$ cat src/common/urc_pkg.sv
// Constants, register map and carrier types of the ultrasonic ranging controller.
// Assumes a single 10 MHz clock and Avalon-MM register access with 32-bit data.
//
// Behaviour
// Sixteen sensor channels, each with own trigger output and echo timing.
// Default mode fires active sensors one at a time in an endless loop.
// Sequential mode takes any echo on the firing sensor as its own echo.
// Cross-echo groups of four: one sensor transmits, all four group sensors time echo; the code times echo only on the active members of the group.
// Distance is half the flight time times the speed of sound, both modes.
// Each sensor has its own writable warning and alarm threshold.
// Any distance below its warning threshold lights warning lamp and switches warning relay.
// Any obstacle inside its alarm threshold drives separate alarm lamp and relay.
// Objects nearer than 0.2 m are reported as too near; valid range 0.2 to 3.3 m.
// No echo within range reports empty range instead of a distance.
// Distances of all sensors are readable by the host.
// Warning thresholds are one byte per sensor, in centimetres.
// Two-bit setting per group selects which sensor of the group transmits.
// Inactive sensors are never triggered and are skipped, shortening the cycle.
// Warning and alarm re-evaluated after each measurement; clear when no sensor inside.
package urc_pkg;
  localparam int NCH = 16;
  localparam int NGRP = 4;
  // ---------------------------------------------------------------------------
  // Timing
  // ---------------------------------------------------------------------------
  localparam int CLK_HZ = 10_000_000;
  localparam int SOUND_CM_S = 34_300;
  // Cycles of round-trip flight per centimetre of distance, rounded to nearest
  localparam int CM_CYC = (2 * CLK_HZ + SOUND_CM_S / 2) / SOUND_CM_S;
  localparam int MIN_CM = 20;
  localparam int MAX_CM = 330;
  localparam int TRIG_US = 300;
  localparam int TRIG_CYC = TRIG_US * (CLK_HZ / 1_000_000);
  localparam int FIRE_GAP_MS = 20;
  localparam int GAP_CYC = FIRE_GAP_MS * (CLK_HZ / 1000);
  // ---------------------------------------------------------------------------
  // Register word indices (byte address = 4 * index)
  // ---------------------------------------------------------------------------
  localparam logic [6:0] REG_CTRL = 7'h00;
  localparam logic [6:0] REG_ACTIVE = 7'h01;
  localparam logic [6:0] REG_XCFG = 7'h02;
  localparam logic [6:0] REG_STATUS = 7'h03;
  localparam logic [2:0] BANK_WARN = 3'h1;
  localparam logic [2:0] BANK_ALARM = 3'h2;
  localparam logic [2:0] BANK_DIST = 3'h3;
  // Reset values and field positions
  localparam logic [7:0] CTRL_RST = 8'h01;
  localparam logic [15:0] ACTIVE_RST = 16'hFFFF;
  localparam logic [7:0] XCFG_RST = 8'h00;
  localparam logic [7:0] WARN_RST = 8'h64;
  localparam logic [7:0] ALARM_RST = 8'h1E;
  localparam int CTRL_RUN_BIT = 0;
  localparam int CTRL_XE_LSB = 4;
  localparam int DIST_NEAR_BIT = 16;
  localparam int DIST_EMPTY_BIT = 17;
  localparam int DIST_VALID_BIT = 18;
  localparam int STAT_WARN_BIT = 0;
  localparam int STAT_ALARM_BIT = 1;
  localparam int STAT_BUSY_BIT = 2;

  typedef struct packed {
    logic valid;
    logic empty;
    logic near;
    logic [8:0] cm;
  } urc_result_t;

  typedef enum {URC_IDLE, URC_SCAN, URC_TRIG, URC_LISTEN, URC_STORE, URC_GAP} urc_state_t;
endpackage

$ cat src/design/urc_top.sv
// Ultrasonic ranging controller: sequencer, echo timing, thresholds, register slave.
// Assumes echo inputs are asynchronous pins and an Avalon-MM master on mclk_i.
`timescale 1ns/1ps
module urc_top #(
  parameter int CM_CYC_P = urc_pkg::CM_CYC,
  parameter int TRIG_CYC_P = urc_pkg::TRIG_CYC,
  parameter int GAP_CYC_P = urc_pkg::GAP_CYC
) (
  input wire logic mclk_i,
  input wire logic rstn_i,
  input wire logic [8:0] avs_address_i,
  input wire logic avs_read_i,
  input wire logic avs_write_i,
  input wire logic [31:0] avs_writedata_i,
  input wire logic [3:0] avs_byteenable_i,
  output logic [31:0] avs_readdata_o,
  output logic avs_waitrequest_o,
  input wire logic [15:0] echo_i,
  output logic [15:0] trig_o,
  output logic warn_lamp_o,
  output logic warn_relay_o,
  output logic alarm_lamp_o,
  output logic alarm_relay_o
);
  localparam int NCH = urc_pkg::NCH;

  // ---------------------------------------------------------------------------
  // Registers
  // ---------------------------------------------------------------------------
  logic [7:0] ctrl_reg, ctrl_next;
  logic [15:0] active_reg, active_next;
  logic [7:0] xcfg_reg, xcfg_next;
  logic [7:0] warn_thr_reg [NCH];
  logic [7:0] warn_thr_next [NCH];
  logic [7:0] alarm_thr_reg [NCH];
  logic [7:0] alarm_thr_next [NCH];
  logic wait_reg, wait_next;
  logic [31:0] rdata_reg, rdata_next;

  urc_pkg::urc_state_t state_reg, state_next;
  logic [3:0] slot_reg, slot_next;
  logic [17:0] tmr_reg, tmr_next;
  logic [11:0] pre_reg, pre_next;
  logic [8:0] cm_reg, cm_next;
  logic [15:0] tx_reg, tx_next;
  logic [15:0] lis_reg, lis_next;
  logic [15:0] got_reg, got_next;
  logic [8:0] cap_reg [NCH];
  logic [8:0] cap_next [NCH];
  urc_pkg::urc_result_t res_reg [NCH];
  urc_pkg::urc_result_t res_next [NCH];
  logic eval_reg, eval_next;
  logic warn_reg, warn_next;
  logic alarm_reg, alarm_next;

  logic [15:0] echo_s1_reg, echo_s2_reg, echo_s3_reg;
  logic [15:0] echo_rise;
  logic [15:0] warn_hit, alarm_hit;

  logic [6:0] widx;
  logic [31:0] bmask;
  logic wr_go, req_new;
  logic [1:0] grp;
  logic xe;

  assign widx = avs_address_i[8:2];
  assign bmask = {{8{avs_byteenable_i[3]}}, {8{avs_byteenable_i[2]}},
                  {8{avs_byteenable_i[1]}}, {8{avs_byteenable_i[0]}}};
  assign wr_go = avs_write_i && !wait_reg;
  assign req_new = (avs_read_i || avs_write_i) && wait_reg;
  assign grp = slot_reg[3:2];
  assign xe = ctrl_reg[urc_pkg::CTRL_XE_LSB + 32'(grp)];

  // ---------------------------------------------------------------------------
  // Echo synchronisers
  // ---------------------------------------------------------------------------
  always_ff @(posedge mclk_i or negedge rstn_i) begin
    if (!rstn_i) begin
      echo_s1_reg <= 16'h0000;
      echo_s2_reg <= 16'h0000;
      echo_s3_reg <= 16'h0000;
    end else begin
      echo_s1_reg <= echo_i;
      echo_s2_reg <= echo_s1_reg;
      echo_s3_reg <= echo_s2_reg;
    end
  end

  // ---------------------------------------------------------------------------
  // Per-channel edge detect and threshold compare
  // ---------------------------------------------------------------------------
  generate
    for (genvar i = 0; i < NCH; i++) begin : g_ch
      assign echo_rise[i] = echo_s2_reg[i] && !echo_s3_reg[i];
      // Too-near counts as inside any threshold; empty never does
      assign warn_hit[i] = active_reg[i] && res_reg[i].valid && !res_reg[i].empty &&
                           (res_reg[i].near || (res_reg[i].cm < {1'b0, warn_thr_reg[i]}));
      assign alarm_hit[i] = active_reg[i] && res_reg[i].valid && !res_reg[i].empty &&
                            (res_reg[i].near || (res_reg[i].cm < {1'b0, alarm_thr_reg[i]}));
    end
  endgenerate

  // ---------------------------------------------------------------------------
  // Register slave: one wait state for every access
  // ---------------------------------------------------------------------------
  always_comb begin
    ctrl_next = ctrl_reg;
    active_next = active_reg;
    xcfg_next = xcfg_reg;
    warn_thr_next = warn_thr_reg;
    alarm_thr_next = alarm_thr_reg;
    wait_next = !req_new;
    rdata_next = rdata_reg;
    if (wr_go) begin
      case (widx)
        urc_pkg::REG_CTRL: ctrl_next = (ctrl_reg & ~bmask[7:0]) | (avs_writedata_i[7:0] & bmask[7:0]);
        urc_pkg::REG_ACTIVE: active_next = (active_reg & ~bmask[15:0]) | (avs_writedata_i[15:0] & bmask[15:0]);
        urc_pkg::REG_XCFG: xcfg_next = (xcfg_reg & ~bmask[7:0]) | (avs_writedata_i[7:0] & bmask[7:0]);
        default: begin
          if (widx[6:4] == urc_pkg::BANK_WARN && avs_byteenable_i[0]) begin
            warn_thr_next[widx[3:0]] = avs_writedata_i[7:0];
          end
          if (widx[6:4] == urc_pkg::BANK_ALARM && avs_byteenable_i[0]) begin
            alarm_thr_next[widx[3:0]] = avs_writedata_i[7:0];
          end
        end
      endcase
    end
    if (req_new) begin
      rdata_next = 32'h0000_0000;
      if (avs_read_i) begin
        case (widx)
          urc_pkg::REG_CTRL: rdata_next = {24'h000000, ctrl_reg};
          urc_pkg::REG_ACTIVE: rdata_next = {16'h0000, active_reg};
          urc_pkg::REG_XCFG: rdata_next = {24'h000000, xcfg_reg};
          urc_pkg::REG_STATUS: begin
            rdata_next[urc_pkg::STAT_WARN_BIT] = warn_reg;
            rdata_next[urc_pkg::STAT_ALARM_BIT] = alarm_reg;
            rdata_next[urc_pkg::STAT_BUSY_BIT] = (state_reg != urc_pkg::URC_IDLE);
          end
          default: begin
            case (widx[6:4])
              urc_pkg::BANK_WARN: rdata_next = {24'h000000, warn_thr_reg[widx[3:0]]};
              urc_pkg::BANK_ALARM: rdata_next = {24'h000000, alarm_thr_reg[widx[3:0]]};
              urc_pkg::BANK_DIST: begin
                rdata_next[8:0] = res_reg[widx[3:0]].cm;
                rdata_next[urc_pkg::DIST_NEAR_BIT] = res_reg[widx[3:0]].near;
                rdata_next[urc_pkg::DIST_EMPTY_BIT] = res_reg[widx[3:0]].empty;
                rdata_next[urc_pkg::DIST_VALID_BIT] = res_reg[widx[3:0]].valid;
              end
              default: rdata_next = 32'h0000_0000;
            endcase
          end
        endcase
      end
    end
  end

  always_ff @(posedge mclk_i or negedge rstn_i) begin
    if (!rstn_i) begin
      ctrl_reg <= urc_pkg::CTRL_RST;
      active_reg <= urc_pkg::ACTIVE_RST;
      xcfg_reg <= urc_pkg::XCFG_RST;
      for (int i = 0; i < NCH; i++) begin
        warn_thr_reg[i] <= urc_pkg::WARN_RST;
        alarm_thr_reg[i] <= urc_pkg::ALARM_RST;
      end
      wait_reg <= 1'b1;
      rdata_reg <= 32'h0000_0000;
    end else begin
      ctrl_reg <= ctrl_next;
      active_reg <= active_next;
      xcfg_reg <= xcfg_next;
      warn_thr_reg <= warn_thr_next;
      alarm_thr_reg <= alarm_thr_next;
      wait_reg <= wait_next;
      rdata_reg <= rdata_next;
    end
  end

  // ---------------------------------------------------------------------------
  // Measurement sequencer
  // ---------------------------------------------------------------------------
  always_comb begin
    state_next = state_reg;
    slot_next = slot_reg;
    tmr_next = tmr_reg;
    pre_next = pre_reg;
    cm_next = cm_reg;
    tx_next = tx_reg;
    lis_next = lis_reg;
    got_next = got_reg;
    cap_next = cap_reg;
    res_next = res_reg;
    eval_next = 1'b0;
    case (state_reg)
      urc_pkg::URC_IDLE: begin
        if (ctrl_reg[urc_pkg::CTRL_RUN_BIT]) begin
          state_next = urc_pkg::URC_SCAN;
        end
      end
      urc_pkg::URC_SCAN: begin
        if (!ctrl_reg[urc_pkg::CTRL_RUN_BIT]) begin
          state_next = urc_pkg::URC_IDLE;
        end else if (active_reg[slot_reg] && (!xe || slot_reg[1:0] == xcfg_reg[2 * grp +: 2])) begin
          tx_next = 16'h0001 << slot_reg;
          // Cross groups listen on all active members; otherwise only the firing sensor
          lis_next = xe ? (active_reg & (16'h000F << {slot_reg[3:2], 2'b00})) : (16'h0001 << slot_reg);
          tmr_next = 18'(TRIG_CYC_P - 1);
          state_next = urc_pkg::URC_TRIG;
        end else begin
          slot_next = slot_reg + 4'h1;
        end
      end
      urc_pkg::URC_TRIG: begin
        if (tmr_reg == 18'h00000) begin
          tx_next = 16'h0000;
          pre_next = 12'h000;
          cm_next = 9'h000;
          got_next = 16'h0000;
          state_next = urc_pkg::URC_LISTEN;
        end else begin
          tmr_next = tmr_reg - 18'h00001;
        end
      end
      urc_pkg::URC_LISTEN: begin
        // Prescaler turns flight time straight into centimetres of range
        if (pre_reg == 12'(CM_CYC_P - 1)) begin
          pre_next = 12'h000;
          cm_next = cm_reg + 9'h001;
        end else begin
          pre_next = pre_reg + 12'h001;
        end
        for (int i = 0; i < NCH; i++) begin
          if (lis_reg[i] && !got_reg[i] && echo_rise[i]) begin
            got_next[i] = 1'b1;
            cap_next[i] = cm_reg;
          end
        end
        if (cm_reg == 9'(urc_pkg::MAX_CM) || (got_reg | ~lis_reg) == 16'hFFFF) begin
          state_next = urc_pkg::URC_STORE;
        end
      end
      urc_pkg::URC_STORE: begin
        for (int i = 0; i < NCH; i++) begin
          if (lis_reg[i]) begin
            res_next[i].valid = 1'b1;
            res_next[i].empty = !got_reg[i];
            res_next[i].near = got_reg[i] && (cap_reg[i] < 9'(urc_pkg::MIN_CM));
            res_next[i].cm = got_reg[i] ? cap_reg[i] : 9'h000;
          end
        end
        eval_next = 1'b1;
        slot_next = slot_reg + 4'h1;
        tmr_next = 18'(GAP_CYC_P - 1);
        state_next = urc_pkg::URC_GAP;
      end
      urc_pkg::URC_GAP: begin
        if (tmr_reg == 18'h00000) begin
          state_next = urc_pkg::URC_SCAN;
        end else begin
          tmr_next = tmr_reg - 18'h00001;
        end
      end
      default: state_next = urc_pkg::URC_IDLE;
    endcase
  end

  // Outputs hold between measurements and move only on a fresh evaluation
  always_comb begin
    warn_next = eval_reg ? (|warn_hit) : warn_reg;
    alarm_next = eval_reg ? (|alarm_hit) : alarm_reg;
  end

  always_ff @(posedge mclk_i or negedge rstn_i) begin
    if (!rstn_i) begin
      state_reg <= urc_pkg::URC_IDLE;
      slot_reg <= 4'h0;
      tmr_reg <= 18'h00000;
      pre_reg <= 12'h000;
      cm_reg <= 9'h000;
      tx_reg <= 16'h0000;
      lis_reg <= 16'h0000;
      got_reg <= 16'h0000;
      for (int i = 0; i < NCH; i++) begin
        cap_reg[i] <= 9'h000;
        res_reg[i] <= '0;
      end
      eval_reg <= 1'b0;
      warn_reg <= 1'b0;
      alarm_reg <= 1'b0;
    end else begin
      state_reg <= state_next;
      slot_reg <= slot_next;
      tmr_reg <= tmr_next;
      pre_reg <= pre_next;
      cm_reg <= cm_next;
      tx_reg <= tx_next;
      lis_reg <= lis_next;
      got_reg <= got_next;
      cap_reg <= cap_next;
      res_reg <= res_next;
      eval_reg <= eval_next;
      warn_reg <= warn_next;
      alarm_reg <= alarm_next;
    end
  end

  assign trig_o = tx_reg;
  assign warn_lamp_o = warn_reg;
  assign warn_relay_o = warn_reg;
  assign alarm_lamp_o = alarm_reg;
  assign alarm_relay_o = alarm_reg;
  assign avs_readdata_o = rdata_reg;
  assign avs_waitrequest_o = wait_reg;

  // ---------------------------------------------------------------------------
  // Assertions
  // ---------------------------------------------------------------------------
  // Mode and mask writes may land mid-measurement, so firing checks look at the launch edge only
  logic launch;
  assign launch = (state_reg == urc_pkg::URC_SCAN) && (state_next == urc_pkg::URC_TRIG);
endmodule // urc_top

$ cat config.mk
export PLATFORM = sky130hd
export DESIGN_NAME = urc_top
export DESIGN_NICKNAME = d
export VERILOG_FILES = /design/src/common/urc_pkg.sv /design/src/design/urc_top.sv
export SDC_FILE = /design/constraint.sdc
export NUM_CORES = 2
export LEC_CHECK = 0
export ABC_CLOCK_PERIOD_IN_PS = 3800
export BUFFER_PORTS_ARGS = -buffer_cell sky130_fd_sc_hd__buf_2
export CAP_MARGIN = 15
export CORE_ASPECT_RATIO = 0.5
export CORE_MARGIN = 2
export CORE_UTILIZATION = 63
export CTS_CLUSTER_SIZE = 40
export DETAILED_ROUTE_END_ITERATION = 8
export HOLD_SLACK_MARGIN = 0.02
export PLACE_DENSITY = 0.79
export SYNTH_ARGS = -nofsm -noshare
export SYNTH_HDL_FRONTEND = slang
export SYNTH_SLANG_ARGS = --single-unit
$ cat constraint.sdc
create_clock -name mclk_i -period 3.8 [get_ports mclk_i]
set_input_delay 0.76 -clock mclk_i [delete_from_list [all_inputs] [get_ports mclk_i]]
set_output_delay 0.76 -clock mclk_i [all_outputs]
set_load 0.01 [all_outputs]
==> results.toml <==
[cells_and_area]
fill_cells = 4458
final-seq-area_um2 = 19900
multi_input_area_um2 = 19000
drive_above_1_share = 0.265
largest_register_ff_count = 192
layout.nets = 4021
area_growth_pct = 10.3

[synth]
synth_cells = 3637
netlist_top_cells_area = "dfrtp_1 (41%), mux2_2 (10%), dfstp_2 (8.4%)"
syn_area_um2 = 40700
syn_avg_cell_area_um2 = 11.2
synth_common_cells = "dfrtp_1 (659), nand2_1 (532), o21ai_0 (382), mux2_2 (375), inv_1 (262)"
yosysSeqAreaShare = 0.489
yosysTopAreaCell = "dfrtp_1"
synth_top_area_frac = 0.405
synth_seq_cells = 789
synth_cell_types = 77
synth_most_common_cell = "dfrtp_1"
synth_edf_count = 0
yosys_warnings = 0
synth_async_sr_flop_share = 1.00
ys.flop_type = "dfrtp_1"

[worst_setup_path]
worstSetupStartpointType = "flop"
cp_slowest_cell = "mux4_2"
path_cells = "mux4_2 -> a21boi_1 -> nor3b_4 -> buf_4 -> nor2_1 -> o21ai_0 -> o21ai_0"
worstSetupEndpointType = "flop"
path_class = "flop to flop"
crit_fanout = 52
crit_top_cell = "o21ai_0"
worstPathArrival_ns = 3.86
required_ns = 4.30
critical_path.max_stage_delay_ns = 0.83

[pwr]
ir_worst_vdd_v = 0.000335
p_leak_nw = 20.4
power_density_nw_per_um2 = 382

[run]
max_cap_viol_count = 0

[clock_tree]
cts.sinks = 789
cts_setup_buffers = 0
cts_root_buffer = "clkbuf_16"
cts_buffers = 72
ctsResizeCount = 0
cts_hold_buffers = 0
htreeDepth = 3
cts_tree = "yes"
cts_buffer_depth = 3
clk_transition_reported_paths_ns = 0.07
clk_latency_ns = 0.65

[timing]
setup_viol = 0
clock_skew_ns = 0.0339
slew_viol_final = 0
rsz0062_at_grt = "no"
tns_ns = 0
hold_violations = 0
fin_crit_sh = 0.882
worst_pin_slew_ns = 1.17
maxSlewHeadroom = 0.213
fin_crit_ns = 3.35
timing.final.ws_setup_ns = 0.449
fmax_ghz = 0.298

[grt]
antenna_found_initial = 14
use_met3 = 0.260
grt_pass1_vias = 29500
grt_most_used_layer = "met1"
grt_pass1_wl_um = 203000
grt_use_total = 0.431
grt_use_met2 = 0.535
grtUsageMet1 = 0.618
grt_max_degree = 103
globalRouteOverflowTotal = 0

[placed_design]
io_buffer_count = 84
gp_congestion = 1.11
pre_cts_ws_ns = 0.475
hpwlAfterDp_um = 106000

[routing]
wl_per_cell_um = 30.5
finalWirelength_um = 141000
dr_total_vias = 31200
remaining_drc_errors = 0
dr.pass1.iters = 7
antenna_left = 0
via_per_inst = 6.74
first_iter_violations = 4261

[floorplanning]
die_h_um = 184
rows = 65
die_area_um2 = 66800
core_um2 = 63400
ioPinCount = 118
start_util = 0.641
die_w_um = 363

[status]
status = "completed"

[min_path]
hp-class = "input pin to asynchronous set/reset pin"
==> routing by layer <==
layer,wire length [um],vias up,share of wire
met2,52500,2091,0.37
met1,57700,15700,0.41
met3,26000,319,0.18
li1,-,13000,-
met5,368,-,0.0026
met4,4350,14,0.031
==> worst max-delay path: cells and delay by family, from the launching register on <==
family	cells	cell delay, ns
buffers and inverters	1	0.47
AO/OA/AOI/OAI	3	0.58
AND/OR/NAND/NOR	2	0.49
flip-flops	1	0.82
multiplexers	1	0.83
==> final timing paths <==
kind	startpoint	endpoint	slack, ns	cells past startpoint
max	slot_reg[2]	tmr_reg[3]	0.45	7
min	rstn_i	got_reg[15]	0.22	1
max reg2reg	slot_reg[2]	tmr_reg[3]	0.45	7
min reg2reg	echo_s1_reg[11]	echo_s2_reg[11]	0.34	0
max in group asynchronous	rstn_i	warn_thr_reg[62]	2.41	2
min in group mclk_i	echo_i[10]	echo_s1_reg[10]	0.22	1
==> cells by family after synthesis <==
logic type | Yosys count | synth area share
buffers and inverters | 473 | 0.0456
AO/OA/AOI/OAI | 634 | 0.0886
multiplexers | 531 | 0.187
adder cells (fa/ha/maj) | 235 | 0.0723
flip-flops | 789 | 0.489
other | 1 | 0.0000922
AND/OR/NAND/NOR | 961 | 0.114
XOR/XNOR | 13 | 0.00280
==> stage by stage <==
step                hold slack [ns]  cell area (um2)  instances   util  power, mW
global route                  0.202            44900       4617  0.707       17.6
CTS                           0.196            44900       4616  0.707       17.1
detailed placement            0.336            42500       4484  0.669       9.73
global placement              0.333            42500       4484  0.669       9.71
finish                        0.218            44900       4623  0.708       17.1
floorplan                     0.331            40700       3649      -       9.24
==> cell usage in the layout, fill, tap and decap left out, types with 58 or more instances in the layout <==
master | synthesis | final
clkbuf_16 | 0 | 73
buf_2 | 14 | 81
dfstp_2 | 130 | 130
nand2_1 | 532 | 532
dfrtp_1 | 659 | 659
ha_1 | 235 | 235
buf_4 | 15 | 112
mux4_2 | 146 | 146
nor2_1 | 79 | 78
inv_1 | 262 | 262
o21ai_0 | 382 | 381
a21oi_1 | 106 | 106
nand3_1 | 58 | 58
mux2_2 | 375 | 375
==> layout make-up <==
type / count / share of cell area
antenna: 7 / 0.000390
clock buffer: 106 / 0.0470
clock inverter: 26 / 0.00663
inverter: 263 / 0.0220
multi-input combinational: 2387 / 0.423
sequential: 789 / 0.443
tap: 837 / 0.0233
timing repair buffer: 208 / 0.0342
==> report_power, final <==
group	internal, mW	leakage [nW]	switching, mW
clock	4.06	1.17	3.46
combinational	0.330	8.92	0.596
sequential	8.56	10.3	0.121
total	13.0	20.4	4.18
No activity file was read; power rests on OpenSTA's default activity.
